## config.mk

```make
export PLATFORM = sky130hd
export DESIGN_NAME = acs_top
export DESIGN_NICKNAME = d
export VERILOG_FILES = /design/src/acs_pkg.sv /design/src/acs_result_if.sv /design/src/acs_spi_out.sv /design/src/acs_top.sv
export VERILOG_INCLUDE_DIRS = /design/src /design/src/src
export SDC_FILE = /design/constraint.sdc
export NUM_CORES = 1
export LEC_CHECK = 0
export BUFFER_PORTS_ARGS = -buffer_cell sky130_fd_sc_hd__clkbuf_2
export CORE_ASPECT_RATIO = 0.8
export CORE_MARGIN = 4
export CORE_UTILIZATION = 36
export DETAILED_ROUTE_END_ITERATION = 10
export GPL_ROUTABILITY_DRIVEN = 0
export REMOVE_ABC_BUFFERS = 1
export SLEW_MARGIN = 30
export SYNTH_ARGS = -nofsm -noshare
export SYNTH_HDL_FRONTEND = slang
export SYNTH_SLANG_ARGS = --single-unit
```

## constraint.sdc

```tcl
create_clock -name i_clk -period 7.4 [get_ports i_clk]
set_input_delay 0.74 -clock i_clk [delete_from_list [all_inputs] [get_ports i_clk]]
set_output_delay 0.74 -clock i_clk [all_outputs]
set_load 0.05 [all_outputs]
```

## src/acs_regs.svh

```systemverilog
// Constants of the conversion sequencer: dividers, conversion lengths and serial timeout.
// Assumes a 25 MHz system clock; included by its bare name wherever a figure is needed.
`ifndef ACS_REGS_SVH
`define ACS_REGS_SVH

`define ACS_CLK_FREQ_HZ       25000000
`define ACS_OSC_FREQ_HZ       1000000
`define ACS_OSC_DIV           (`ACS_CLK_FREQ_HZ / `ACS_OSC_FREQ_HZ)
`define ACS_MOD_DIV           4
`define ACS_CODE_WIDTH        16
`define ACS_CODE_MSB          15
`define ACS_SEL_SINGLE_BIT    2
`define ACS_RST_SEL           3'h0
`define ACS_RST_POS_IN        2'h0
`define ACS_RST_NEG_IN        2'h1
`define ACS_RST_RESULT        16'h0000

`define ACS_CONV_TICKS_DR0    15'h7A12
`define ACS_CONV_TICKS_DR1    15'h3D09
`define ACS_CONV_TICKS_DR2    15'h1E84
`define ACS_CONV_TICKS_DR3    15'h0F42
`define ACS_CONV_TICKS_DR4    15'h07A1
`define ACS_CONV_TICKS_DR5    15'h03E8
`define ACS_CONV_TICKS_DR6    15'h020E
`define ACS_CONV_TICKS_DR7    15'h0122

`define ACS_SCLK_TIMEOUT_US   30800
`define ACS_SCLK_TIMEOUT_CYC  (`ACS_SCLK_TIMEOUT_US * (`ACS_CLK_FREQ_HZ / 1000000))

`endif

```

## src/acs_pkg.sv

```systemverilog
// Types shared by the conversion sequencer and its serial output stage.
// Assumes the constants header is on the include path.
`include "acs_regs.svh"

package acs_pkg;

  typedef logic [`ACS_CODE_WIDTH-1:0] acs_code_type;
  typedef logic [2:0]                 acs_sel_type;
  typedef logic [1:0]                 acs_input_type;

  typedef enum logic [0:0] {
    ACS_ST_POWER_DOWN = 1'b0,
    ACS_ST_CONVERT    = 1'b1
  } acs_seq_state_type;

  typedef struct packed {
    acs_seq_state_type state;
    logic              converting;
    logic              powered_down;
    logic [4:0]        osc_cnt;
    logic [1:0]        mod_phase;
    logic              mod_clk;
    logic [14:0]       conv_cnt;
    logic [14:0]       conv_len;
    acs_sel_type       sel;
    acs_input_type     pos_in;
    acs_input_type     neg_in;
    logic              neg_gnd;
    acs_code_type      result;
    logic              done;
  } acs_seq_type;

  typedef struct packed {
    logic [2:0]   cs_sync;
    logic [2:0]   sclk_sync;
    logic         cs_n;
    logic         sclk;
    acs_code_type shift;
    logic         first;
    logic [19:0]  low_cnt;
    logic         dout;
    logic         dout_oe;
  } acs_spi_type;

endpackage : acs_pkg

```

## src/acs_result_if.sv

```systemverilog
// Carries the latest conversion result from the sequencer to the serial output stage.
// Assumes both ends run on the same clock.
`timescale 1ns/1ps
`default_nettype none

interface acs_result_if;
  import acs_pkg::*;

  acs_code_type word;

  modport producer (output word);
  modport consumer (input word);

endinterface : acs_result_if

`default_nettype wire

```

## src/acs_spi_out.sv

```systemverilog
// Serial output stage: shifts the latest result out under chip-select and serial clock.
// Assumes chip-select and serial clock are asynchronous pins, synchronised here.
`timescale 1ns/1ps
`default_nettype none
`include "acs_regs.svh"

module acs_spi_out #(
  parameter int TIMEOUT_CYCLES = `ACS_SCLK_TIMEOUT_CYC
) (
  input  wire logic      i_clk,
  input  wire logic      i_rst_n,
  acs_result_if.consumer result,
  input  wire logic      i_cs_n,
  input  wire logic      i_sclk,
  output logic           o_dout,
  output logic           o_dout_oe
);
  import acs_pkg::*;

  acs_spi_type r;
  acs_spi_type next_r;
  logic        sclk_rise;
  logic        cs_fall;
  logic        timeout;

  ////////////////////////////////////////////////////////////////////////////////
  // Next state.
  always_comb begin
    next_r = r;
    next_r.cs_sync   = {r.cs_sync[1:0], i_cs_n};
    next_r.sclk_sync = {r.sclk_sync[1:0], i_sclk};
    if (r.cs_sync[1] == r.cs_sync[2]) begin
      next_r.cs_n = r.cs_sync[2];
    end
    if (r.sclk_sync[1] == r.sclk_sync[2]) begin
      next_r.sclk = r.sclk_sync[2];
    end
    sclk_rise = !r.sclk && next_r.sclk;
    cs_fall   = r.cs_n && !next_r.cs_n;
    timeout   = 1'b0;
    if (next_r.sclk) begin
      next_r.low_cnt = 20'h00000;
    end else if (r.low_cnt != 20'(TIMEOUT_CYCLES)) begin
      next_r.low_cnt = r.low_cnt + 20'h00001;
      timeout        = (next_r.low_cnt == 20'(TIMEOUT_CYCLES));
    end
    if (cs_fall || timeout) begin
      next_r.shift = result.word;
      next_r.first = 1'b1;
    end else if (sclk_rise && !next_r.cs_n) begin
      if (r.first) begin
        next_r.first = 1'b0;
      end else begin
        next_r.shift = {r.shift[`ACS_CODE_MSB-1:0], 1'b0};
      end
    end
    next_r.dout    = next_r.shift[`ACS_CODE_MSB];
    next_r.dout_oe = !next_r.cs_n;
  end

  ////////////////////////////////////////////////////////////////////////////////
  // State register.
  always_ff @(posedge i_clk or negedge i_rst_n) begin
    if (!i_rst_n) begin
      r <= '{cs_sync: 3'h7, sclk_sync: 3'h0, cs_n: 1'b1, sclk: 1'b0,
             shift: 16'h0000, first: 1'b1, low_cnt: 20'h00000,
             dout: 1'b0, dout_oe: 1'b0};
    end else begin
      r <= next_r;
    end
  end

  assign o_dout    = r.dout;
  assign o_dout_oe = r.dout_oe;

endmodule : acs_spi_out

`default_nettype wire

```

## src/acs_top.sv

```systemverilog
// Conversion sequencer: clock division, conversion timing, input routing, result store.
// Assumes an external converter core whose filter output is steady when a conversion ends.
`timescale 1ns/1ps
`default_nettype none
`include "acs_regs.svh"

module acs_top #(
  parameter int SCLK_TIMEOUT_CYCLES = `ACS_SCLK_TIMEOUT_CYC
) (
  input  wire logic            i_clk,
  input  wire logic            i_resetn,
  input  wire logic            i_start,
  input  wire logic            i_continuous,
  input  wire acs_pkg::acs_sel_type  i_input_select,
  input  wire logic [2:0]      i_data_rate,
  input  wire acs_pkg::acs_code_type i_filter_code,
  input  wire logic            i_cs_n,
  input  wire logic            i_sclk,
  output logic                 o_mod_clk,
  output logic                 o_converting,
  output logic                 o_powered_down,
  output acs_pkg::acs_input_type     o_positive_input_sel,
  output acs_pkg::acs_input_type     o_negative_input_sel,
  output logic                 o_negative_to_ground,
  output acs_pkg::acs_code_type      o_result,
  output logic                 o_result_done,
  output logic                 o_dout,
  output logic                 o_dout_oe
);
  import acs_pkg::*;

  logic [1:0]    rst_sync;
  logic          rst_n;
  acs_seq_type   r;
  acs_seq_type   next_r;
  logic          osc_tick;
  logic          mod_tick;
  logic          finish;
  logic          begin_conv;
  logic [14:0]   rate_len;
  acs_code_type  code;
  acs_input_type route_pos;
  acs_input_type route_neg;

  ////////////////////////////////////////////////////////////////////////////////
  // Reset value of the sequencer state.
  localparam acs_seq_type SEQ_RESET = '{
    state:        ACS_ST_POWER_DOWN,
    converting:   1'b0,
    powered_down: 1'b1,
    osc_cnt:      5'h00,
    mod_phase:    2'h0,
    mod_clk:      1'b0,
    conv_cnt:     15'h0000,
    conv_len:     15'h0000,
    sel:          `ACS_RST_SEL,
    pos_in:       `ACS_RST_POS_IN,
    neg_in:       `ACS_RST_NEG_IN,
    neg_gnd:      1'b0,
    result:       `ACS_RST_RESULT,
    done:         1'b0
  };

  acs_result_if  result_link ();

  ////////////////////////////////////////////////////////////////////////////////
  // Reset release through two flip-flops.
  always_ff @(posedge i_clk or negedge i_resetn) begin
    if (!i_resetn) begin
      rst_sync <= 2'h0;
    end else begin
      rst_sync <= {rst_sync[0], 1'b1};
    end
  end

  assign rst_n = rst_sync[1];

  ////////////////////////////////////////////////////////////////////////////////
  // Conversion length in modulator periods for each data rate code.
  always_comb begin
    case (i_data_rate)
      3'h0:    rate_len = `ACS_CONV_TICKS_DR0;
      3'h1:    rate_len = `ACS_CONV_TICKS_DR1;
      3'h2:    rate_len = `ACS_CONV_TICKS_DR2;
      3'h3:    rate_len = `ACS_CONV_TICKS_DR3;
      3'h4:    rate_len = `ACS_CONV_TICKS_DR4;
      3'h5:    rate_len = `ACS_CONV_TICKS_DR5;
      3'h6:    rate_len = `ACS_CONV_TICKS_DR6;
      default: rate_len = `ACS_CONV_TICKS_DR7;
    endcase
  end

  ////////////////////////////////////////////////////////////////////////////////
  // Input routing for each select code.
  always_comb begin
    case (i_input_select)
      3'h0: begin
        route_pos = 2'h0;
        route_neg = 2'h1;
      end
      3'h1: begin
        route_pos = 2'h0;
        route_neg = 2'h3;
      end
      3'h2: begin
        route_pos = 2'h1;
        route_neg = 2'h3;
      end
      3'h3: begin
        route_pos = 2'h2;
        route_neg = 2'h3;
      end
      default: begin
        route_pos = i_input_select[1:0];
        route_neg = 2'h0;
      end
    endcase
  end

  ////////////////////////////////////////////////////////////////////////////////
  // Next state of the sequencer.
  always_comb begin
    next_r     = r;
    next_r.done = 1'b0;
    finish     = 1'b0;
    begin_conv = 1'b0;
    code       = i_filter_code;

    // Oscillator and modulator clock dividers run at all times.
    osc_tick = (r.osc_cnt == 5'(`ACS_OSC_DIV - 1));
    if (osc_tick) begin
      next_r.osc_cnt   = 5'h00;
      next_r.mod_phase = r.mod_phase + 2'h1;
    end else begin
      next_r.osc_cnt = r.osc_cnt + 5'h01;
    end
    mod_tick       = osc_tick && (r.mod_phase == 2'(`ACS_MOD_DIV - 1));
    next_r.mod_clk = next_r.mod_phase[1];

    case (r.state)
      ACS_ST_POWER_DOWN: begin
        begin_conv = i_start || i_continuous;
      end
      ACS_ST_CONVERT: begin
        if (mod_tick) begin
          if (r.conv_cnt == r.conv_len - 15'h0001) begin
            finish = 1'b1;
          end else begin
            next_r.conv_cnt = r.conv_cnt + 15'h0001;
          end
        end
      end
      default: begin
        next_r.state = ACS_ST_POWER_DOWN;
      end
    endcase

    if (finish) begin
      if (r.sel[`ACS_SEL_SINGLE_BIT] && code[`ACS_CODE_MSB]) begin
        code = '0;
      end
      next_r.result = code;
      next_r.done   = 1'b1;
      if (i_continuous) begin
        begin_conv = 1'b1;
      end else begin
        next_r.state = ACS_ST_POWER_DOWN;
      end
    end

    if (begin_conv) begin
      next_r.state    = ACS_ST_CONVERT;
      next_r.conv_cnt = 15'h0000;
      next_r.conv_len = rate_len;
      next_r.sel      = i_input_select;
      next_r.pos_in   = route_pos;
      next_r.neg_in   = route_neg;
      next_r.neg_gnd = i_input_select[`ACS_SEL_SINGLE_BIT];
    end

    // Status flags follow the next state so that both outputs come from flip-flops.
    next_r.converting   = (next_r.state == ACS_ST_CONVERT);
    next_r.powered_down = (next_r.state == ACS_ST_POWER_DOWN);
  end

  ////////////////////////////////////////////////////////////////////////////////
  // State register.
  always_ff @(posedge i_clk or negedge rst_n) begin
    if (!rst_n) begin
      r <= SEQ_RESET;
    end else begin
      r <= next_r;
    end
  end

  ////////////////////////////////////////////////////////////////////////////////
  // Serial output stage.
  assign result_link.word = r.result;

  acs_spi_out #(
    .TIMEOUT_CYCLES (SCLK_TIMEOUT_CYCLES)
  ) u_spi_out (
    .i_clk     (i_clk),
    .i_rst_n   (rst_n),
    .result    (result_link.consumer),
    .i_cs_n    (i_cs_n),
    .i_sclk    (i_sclk),
    .o_dout    (o_dout),
    .o_dout_oe (o_dout_oe)
  );

  ////////////////////////////////////////////////////////////////////////////////
  // Outputs, each from a flip-flop.
  assign o_mod_clk            = r.mod_clk;
  assign o_converting         = r.converting;
  assign o_powered_down       = r.powered_down;
  assign o_positive_input_sel = r.pos_in;
  assign o_negative_input_sel = r.neg_in;
  assign o_negative_to_ground = r.neg_gnd;
  assign o_result             = r.result;
  assign o_result_done        = r.done;

endmodule : acs_top

`default_nettype wire

```

## Yosys cells after proc, flatten, opt, wreduce, memory -nomap -nowiden

Index checks and enable logic that the tools add are counted.

| operators by class | value |
|---|---|
| $add $sub $neg | 5 |
| eq/ne operators | 18 |
| mux-type cells | 28 |
| bitwise logic cells | 1 |
| reductions and logical operators | 19 |

Operators with widths:

| cell | count |
|---|---|
| $pmux W15 S7 | 1 |
| $mux W15 | 3 |
| $mux W20 | 2 |
| $mux W38 | 1 |
| $mux W17 | 2 |
| $mux W16 | 2 |
| $add A20 B1 Y20 const B | 1 |
| $eq A20 B20 Y1 const B | 1 |
| $ne A20 B20 Y1 const B | 1 |
| $add A15 B1 Y15 const B | 1 |
| $eq A15 B15 Y1 | 1 |
| $sub A15 B1 Y15 const B | 1 |
| $mux W1 | 14 |
| $eq A3 B2 Y1 const B | 4 |
| $eq A3 B3 Y1 const B | 3 |
| $reduce_bool A2 Y1 | 4 |
| $eq A3 B1 Y1 const B | 2 |
| $logic_not A3 Y1 | 2 |
| $pmux W2 S3 | 1 |
| $add A5 B1 Y5 const B | 1 |
| $eq A5 B5 Y1 const B | 1 |
| $logic_and A1 B1 Y1 | 5 |
| $mux W5 | 1 |
| $ne A2 B2 Y1 const B | 2 |
| 11 further kinds | 14 |

| storage, ports and cells | value |
|---|---|
| register bits after elaboration | 112 |
| input port bits | 28 |
| output and inout port bits | 27 |
| word-level logic and storage cells | 94 |

## Longest topological paths before layout

Gate-level depths: netlist (run 1).

| depth | value |
|---|---|
| depth after elaboration | 8 |
| mapped depth | 13 |
| gate-level depth less buffers | 9 |

## By module

A second synthesis (run 1) with hierarchy kept.

| second synthesis, totals | value |
|---|---|
| cell total of the unflattened synthesis | 581 |
| area total of the unflattened synthesis | 5914.4 sq um |

By module, submodules not included:

| module | times used | cells each | area each (sq um) |
|---|---|---|---|
| acs_top | 1 | 364 | 3504.6 |
| acs_spi_out | 1 | 217 | 2409.8 |

## Least setup slack after synthesis (run 1)

OpenSTA, ideal clock, no wires.

| timing | value |
|---|---|
| path type | reg-to-reg |
| start | reg r[25] (netlist name) |
| end | reg r[29] (netlist name) |
| library setup time | 127 ps |
| data arrival time | 2533 ps |
| required time | 7273 ps |
| slack | 4739 ps |
| stages on the path, launching flop included | 11 |
| path buffers | 1 |
| clock period less this slack | 2661 ps |
| cells stage by stage | dfrtp_1 > inv_1 > ha_1 > or3b_2 > a2111oi_0 > nor3_1 > a211oi_1 > nand4_1 > o21ai_2 > buf_6 > mux2_1 |

| on the way | value |
|---|---|
| word-level cells in the longest chain between the ends | 6 |

RTL lines:

| element | RTL line | RTL |
|---|---|---|
| from (decl) | acs_top.sv:34 | `acs_seq_type r;` |
| from (signal assigned) | acs_top.sv:192 | `r <= next_r;` |
| $sub A15 B1 Y15 | acs_top.sv:146 | `if (r.conv_cnt == r.conv_len - 15'h0001) begin` |
| $eq A15 B15 Y1 | acs_top.sv:146 |  |
| $mux W1 | acs_top.sv:146 |  |
| $mux W1 | acs_top.sv:145 | `if (mod_tick) begin` |
| $mux W1 | acs_top.sv:140 | `case (r.state)` |
| $mux W1 | acs_top.sv:158 | `if (finish) begin` |

No other way between the ends.
A chain may end at the register's enable or synchronous reset.

## Worst setup path in the final report (run 1)

| timing | value |
|---|---|
| start | reg r[25] (netlist name) |
| end | reg r[34] (netlist name) |

Same word-level chain as after synthesis.

==> results.md, run 1 <==
- Storage cell area: 0.00272 mm²
- Reg2reg path depth: 10
- Core area: 0.0160 mm²
- Drt wl/cell: 15.2 µm
- Antenna violations before repair: 0
- DR vias/cell: 5.19
- Status: completed
- NumNets Final: 644
- H-tree depth: 3
- Yosys top cell area share: 42.4%
- Clk_lat worst skew: 0.35 ns
- RSZ-0062 raised after global routing: no
- Tcrit/Tclk final: 45.0%
- CP Launch Type: register
- GRT Overall Usage: 13.9%
- DR iter-0 viols: 266
- Top post-synthesis cells by area: dfrtp_1 42%, mux2_2 5.1%, nand2_1 4.0%
- Worst-Margin Slew: 0.860 ns
- Die Height: 123 µm
- Hold WC Path Type: primary input to asynchronous set/reset pin
- Predominant post-synthesis flop cell: dfrtp_1
- Post-Place Cells: 812
- Crit path capture type: register
- I/O Pins: 55
- First-pass GRT wire length: 21,400 µm
- ANT cells: 0
- Layout fillers: 1,610
- Clk_skew: 0.00753 ns
- Clk sink count: 108
- Yosys reg bits: 108
- Post-Synthesis Cells: 588
- Max_cap viols: 0
- Post-Layout Cell Count: 828
- Overflow after GRT: 0
- Largest area contributor in the netlist: dfrtp_1
- I/O Buffers: 54
- Rows: 41
- Worst path required time: 7.63 ns
- Worst relative slew slack: 42.5%
- Largest net degree at the start of global routing: 86
- Leakage power: 2.67 nW
- F_max: 300 MHz
- Starting density of the core: 37.3%
- Register area share after synthesis: 45.4%
- Max Root-Sink Buffers: 2
- Tmin final: 3.33 ns
- Post-Syn Area: 0.00597 mm²
- Layout area overhead: 8.64%
- Proportion of layout cells with a drive suffix above 1: 22.8%
- Remaining design rule violation count: 0
- Worst EP arrival: 3.56 ns
- CTS tree: built
- Critical path fanouts, max: 21
- Peak VDD IR: 0.103 mV
- Critical path class: register to register
- Max-slew violations: 0
- Setup bufs post-CTS: 0
- Final WL: 12,600 µm
- Vias in the first global route: 4,256
- Synth Warn #: 0
- Reg clk slew, reported paths: 0.08 ns
- Final hold vios: 0
- Chip width: 152 µm
- Async set-reset flop share out of synthesis: 100%
- Multi-input gate area: 0.00282 mm²
- EDFF count, synth: 0
- Detailed Routing Iterations Pass 1: 5
- Sum Neg Setup Slack: 0 ns
- P per Cell Area: 201 mW/mm²
- Syn Area/Cell: 10.1 µm²
- Die area: 0.0187 mm²
- Hold Buf Count CTS: 0
- Routed Antenna Nets: 0
- Via count: 4,297
- Number of CTS-inserted buffers: 9
- Clk Tree Root Cell: clkbuf_16
- Setup violations, final: 0
- DP HPWL: 9100 µm
- Number of gates resized after CTS: 0
- Distinct cells, synth: 72
[worst paths after layout]
| path | from | to | slack (ns) |
|---|---|---|---|
| max | r[25]$_DFFE_PN0N_ | r[34]$_DFFE_PN0N_ | 4.07 |
| min | i_resetn | rst_sync[1]$_DFF_PN0_ | 0.16 |
| max reg2reg | r[25]$_DFFE_PN0N_ | r[34]$_DFFE_PN0N_ | 4.07 |
| min reg2reg | rst_sync[1]$_DFF_PN0_ | r[42]$_DFFE_PN0P_ | 0.22 |
| max in group asynchronous | rst_sync[1]$_DFF_PN0_ | u_spi_out.r[13]$_DFFE_PN0P_ | 6.13 |
| min in group i_clk | rst_sync[0]$_DFF_PN0_ | rst_sync[1]$_DFF_PN0_ | 0.36 |
[worst max-delay path, stage by stage (launching register included)]
cell	delay (ns)
dfrtp_1	0.45
inv_1	0.09
ha_1	0.23
nor2b_1	0.36
nand2_1	0.14
o311a_1	0.34
nor4_2	0.31
nand4_1	0.19
o21ai_2	0.31
buf_4	0.41
mux2_1	0.36
[layer usage]
metal	part of all wire [%]	up-vias	wire, µm	track usage [%]
met4	1.5	0	183	5.05
met1	48	2101	6010	19.3
met3	4.8	17	600	3.11
li1	-	2073	-	-
met2	46	106	5770	21.4
met5	0	-	0	0
[synth_stat cells, drive strengths merged (9+ instances only)]
cell type,number
nand3,31
xnor2,21
or3,14
o21ai,18
nand4,12
nor2b,9
mux2,45
buf,42
nor3,9
nor2,43
dfrtp,101
nand2,65
inv,22
xor2,20
a21oi,22
[registers in the layout, indices dropped and copies added, names as in the netlist]
name,count
o_negative_input_sel,2
o_powered_down,1
o_converting,1
o_positive_input_sel,2
o_result,16
u_spi_out.next_r,4
o_result_done,1
u_spi_out.r,41
u_spi_out.o_dout_oe,1
r,37
rst_sync,2
[kinds of logic (layout without fill, tap and decap cells)]
logic type | count (synthesis) | in the layout | share of synthesized area [%]
other | 1 | 1 | 0.0628
XOR/XNOR | 41 | 41 | 6.02
AO/OA/AOI/OAI | 73 | 73 | 8.07
flip-flops | 108 | 108 | 45.4
buffers and inverters | 72 | 97 | 7.36
AND/OR/NAND/NOR | 231 | 231 | 20.8
adder cells (fa/ha/maj) | 10 | 10 | 2.01
multiplexers | 52 | 52 | 10.2
[where the power goes]
group          switching (mW)  internal, mW
sequential             0.0422         0.623
clock                   0.233         0.234
combinational          0.0972        0.0715
[cell type report]
| cell class | count | share of cell area [%] |
|---|---|---|
| Tap cell | 215 | 4.15 |
| Timing Repair Buffer | 59 | 4.86 |
| Clock buffer | 9 | 3.47 |
| Clock inverter | 7 | 0.907 |
| Sequential cell | 108 | 41.9 |
| Inverter | 22 | 1.27 |
| Multi-Input combinational cell | 408 | 43.4 |
[per-stage QoR]
| stage | power [mW] | instance area [µm²] | worst slack, ns | utilization (%) | hold WS [ns] |
|---|---|---|---|---|---|
| 6_report | 1.30 | 6480 | 4.07 | 40.5 | 0.160 |
| 5_1_grt | 1.37 | 6480 | 3.82 | 40.5 | 0.143 |
| 4_1_cts | 1.32 | 6480 | 4.08 | 40.5 | 0.140 |
| 3_5_place_dp | 0.845 | 6200 | 4.08 | 38.7 | 0.228 |
| 3_3_place_gp | 0.839 | 6180 | 4.19 | 38.6 | 0.219 |
| 2_1_floorplan | 0.789 | 5610 | 4.18 | - | 0.331 |
[placed cells by master (no fill, tap or decap), types with 11 or more instances in the layout]
cell type	netlist	final
nand4_1	11	11
mux2_2	27	27
inv_1	22	22
nand3_1	30	30
o21ai_0	17	17
xnor2_1	21	21
xor2_1	20	20
a21oi_1	22	22
nor2_1	43	43
or3_1	14	14
nand2_1	64	64
dfrtp_1	101	100
clkbuf_2	0	54
Power figures use the tool's default switching activity.
==> run 2, diff against run 1 <==
Settings changed: ABC_AREA from default to 1.
Clock period 7.4 ns to 3.4 ns, I/O delays scaled along.
==> results.md, run 2 <==
- Max-slew violations: 0
- Leakage power: 3.16 nW
- F_max: 362 MHz
- Setup bufs post-CTS: 0
- Hold Buf Count CTS: 1
- Commonest non-fill, non-tap cell in the layout: nand2_1
- ANT cells: 0
- Worst relative slew slack: 45.3%
- Starting density of the core: 37.1%
- Cell with the most instances after synthesis: nand2_1
- RSZ-0062 raised after global routing: no
- Largest area contributor in the netlist: dfrtp_1
- GRT Overall Usage: 14.9%
- Rows: 41
- Clk_lat worst skew: 0.35 ns
- Predominant post-synthesis flop cell: dfrtp_1
- Worst path required time: 3.64 ns
- Overflow after GRT: 0
- Reg clk slew, reported paths: 0.07 ns
- CTS tree: built
- Peak VDD IR: 0.299 mV
- Yosys top cell area share: 42.7%
- Max_cap viols: 0
- DR vias/cell: 4.64
- Proportion of layout cells with a drive suffix above 1: 12.5%
- Largest register FFs: 41
- Die Height: 123 µm
- CP Launch Type: register
- Clk Tree Root Cell: clkbuf_16
- I/O Pins: 55
- DR iter-0 viols: 360
- Final WL: 12,800 µm
- EDFF count, synth: 0
- Number of gates resized after CTS: 0
- Post-Syn Area: 0.00592 mm²
- Post-Synthesis Cells: 764
- Crit path capture type: register
- Sum Neg Setup Slack: 0 ns
- Max Root-Sink Buffers: 2
- Critical path class: register to register
- I/O Buffers: 54
- Async set-reset flop share out of synthesis: 100%
- Die area: 0.0186 mm²
- Drt wl/cell: 12.5 µm
- Via count: 4,719
- Routed Antenna Nets: 0
- P per Cell Area: 449 mW/mm²
- Post-Layout Cell Count: 1,017
- Yosys reg bits: 108
- Detailed Routing Iterations Pass 1: 4
- Status: completed
- Chip width: 151 µm
- DP HPWL: 9210 µm
- Tmin final: 2.77 ns
- Worst EP arrival: 3.00 ns
- Layout area overhead: 11.3%
- Top post-synthesis cells by area: dfrtp_1 43%, nand2_1 13%, nor2_1 6.0%
- Hold WC Path Type: primary input to register
- Register area share after synthesis: 45.8%
- Post-synth top cells: 199 x nand2_1, 101 x dfrtp_1, 95 x nor2_1
- Pre-CTS worst setup slack: 0.640 ns
- Largest net degree at the start of global routing: 64
- Number of CTS-inserted buffers: 9
- Total power: 2.96 mW
- Antenna violations before repair: 0
- Syn Area/Cell: 7.74 µm²
- Clk_skew: 0.00851 ns
- Clk sink count: 108
- Worst-Margin Slew: 0.821 ns
- Vias in the first global route: 4,471
- Final critical-path setup slack: 0.635 ns
- Synth Warn #: 0
- Post-Place Cells: 1,000
- Final hold vios: 0
- Tcrit/Tclk final: 81.3%
- First-pass GRT wire length: 22,100 µm
- Core area: 0.0160 mm²
- Distinct cells, synth: 36
- Remaining design rule violation count: 0
- H-tree depth: 3
- Critical path fanouts, max: 23
- Most frequent cells in the layout: 199 x nand2_1, 100 x dfrtp_1, 95 x nor2_1, 86 x inv_1, 54 x clkbuf_2
- Top reg by flops: u_spi_out.r
- NumNets Final: 833
- Setup violations, final: 0
## run 2: changes by cell type after synthesis, sizes merged, moves of 9 or more
cell    delta
nand3b    +13
nand3     +18
or3       -14
mux2      -45
nand2    +138
nor2b      -9
nor2      +56
a21oi     -13
xnor2     -15
xor2       +9
buf       -12
o21ai     +39
inv       +68
## run 2: cells by family (layout without fill, tap and decap cells)
kind of cell	Yosys count	in the layout	synth area share [%]
other cells	1	1	0.0634
simple gates	410	410	30.5
flops	108	108	45.8
buf+inv	131	169	10.3
fa+ha+maj	8	8	1.69
xor+xnor	35	35	5.31
compound gates	71	71	6.22
## run 2: per-stage QoR
step	util (%)	instance area, µm²	hold WS, ns
final	41.3	6580	0.0778
after global routing	41.3	6580	0.0495
after CTS	41.3	6580	0.0482
after detailed placement	39.3	6260	0.129
after global placement	39.3	6260	0.130
after floorplan	-	5650	0.0444
## run 2: cell type report
class,count,area [µm²]
Tap cell,215,269
Sequential cell,108,2720
Timing Repair Buffer,61,350
Clock buffer,9,225
Multi-Input combinational cell,525,2590
Inverter,92,345
Fill cell,1672,9370
Clock inverter,7,85.1
## run 2: power breakdown
part,internal [mW],switching [mW]
registers,1.39,0.0906
clock network,0.583,0.500
logic,0.147,0.249
## run 2: path summary, 6_finish.rpt
kind	from	cells past startpoint	end	slack (ns)
worst max-delay path	r[25]$_DFFE_PN0N_	17	r[33]$_DFFE_PN0N_	0.63
worst min-delay path	i_cs_n	1	u_spi_out.next_r[45]$_DFF_PN1_	0.08
worst max register to register	r[25]$_DFFE_PN0N_	17	r[33]$_DFFE_PN0N_	0.63
worst min register to register	rst_sync[0]$_DFF_PN0_	0	rst_sync[1]$_DFF_PN0_	0.35
max in group asynchronous	rst_sync[1]$_DFF_PN0_	1	u_spi_out.r[22]$_DFFE_PN1P_	2.20
min in group asynchronous	i_resetn	2	rst_sync[1]$_DFF_PN0_	0.31
## run 2: worst max-delay path: stages (launching register included)
cell and delay (ns):
dfrtp_1 0.43, inv_2 0.09, ha_1 0.20, nand2_1 0.14, nor2_1 0.19, nand2_1 0.07, nand2_1 0.06, nand2_1 0.04
nor2_1 0.08, nand2_1 0.06, nor2_1 0.12, nand4_1 0.23, nand2_1 0.12, nand2_1 0.09, nand2_2 0.36, inv_2 0.20
nand2_1 0.10, o21ai_1 0.06
## run 2: routing by layer
layer | wire length [µm] | vias to the layer above | GRT usage [%]
met2 | 5660 | 65 | 22.6
met1 | 6660 | 2185 | 21.5
li1 | - | 2469 | -
met3 | 447 | 0 | 3.80
met5 | 0 | - | 0
met4 | 0 | 0 | 3.40
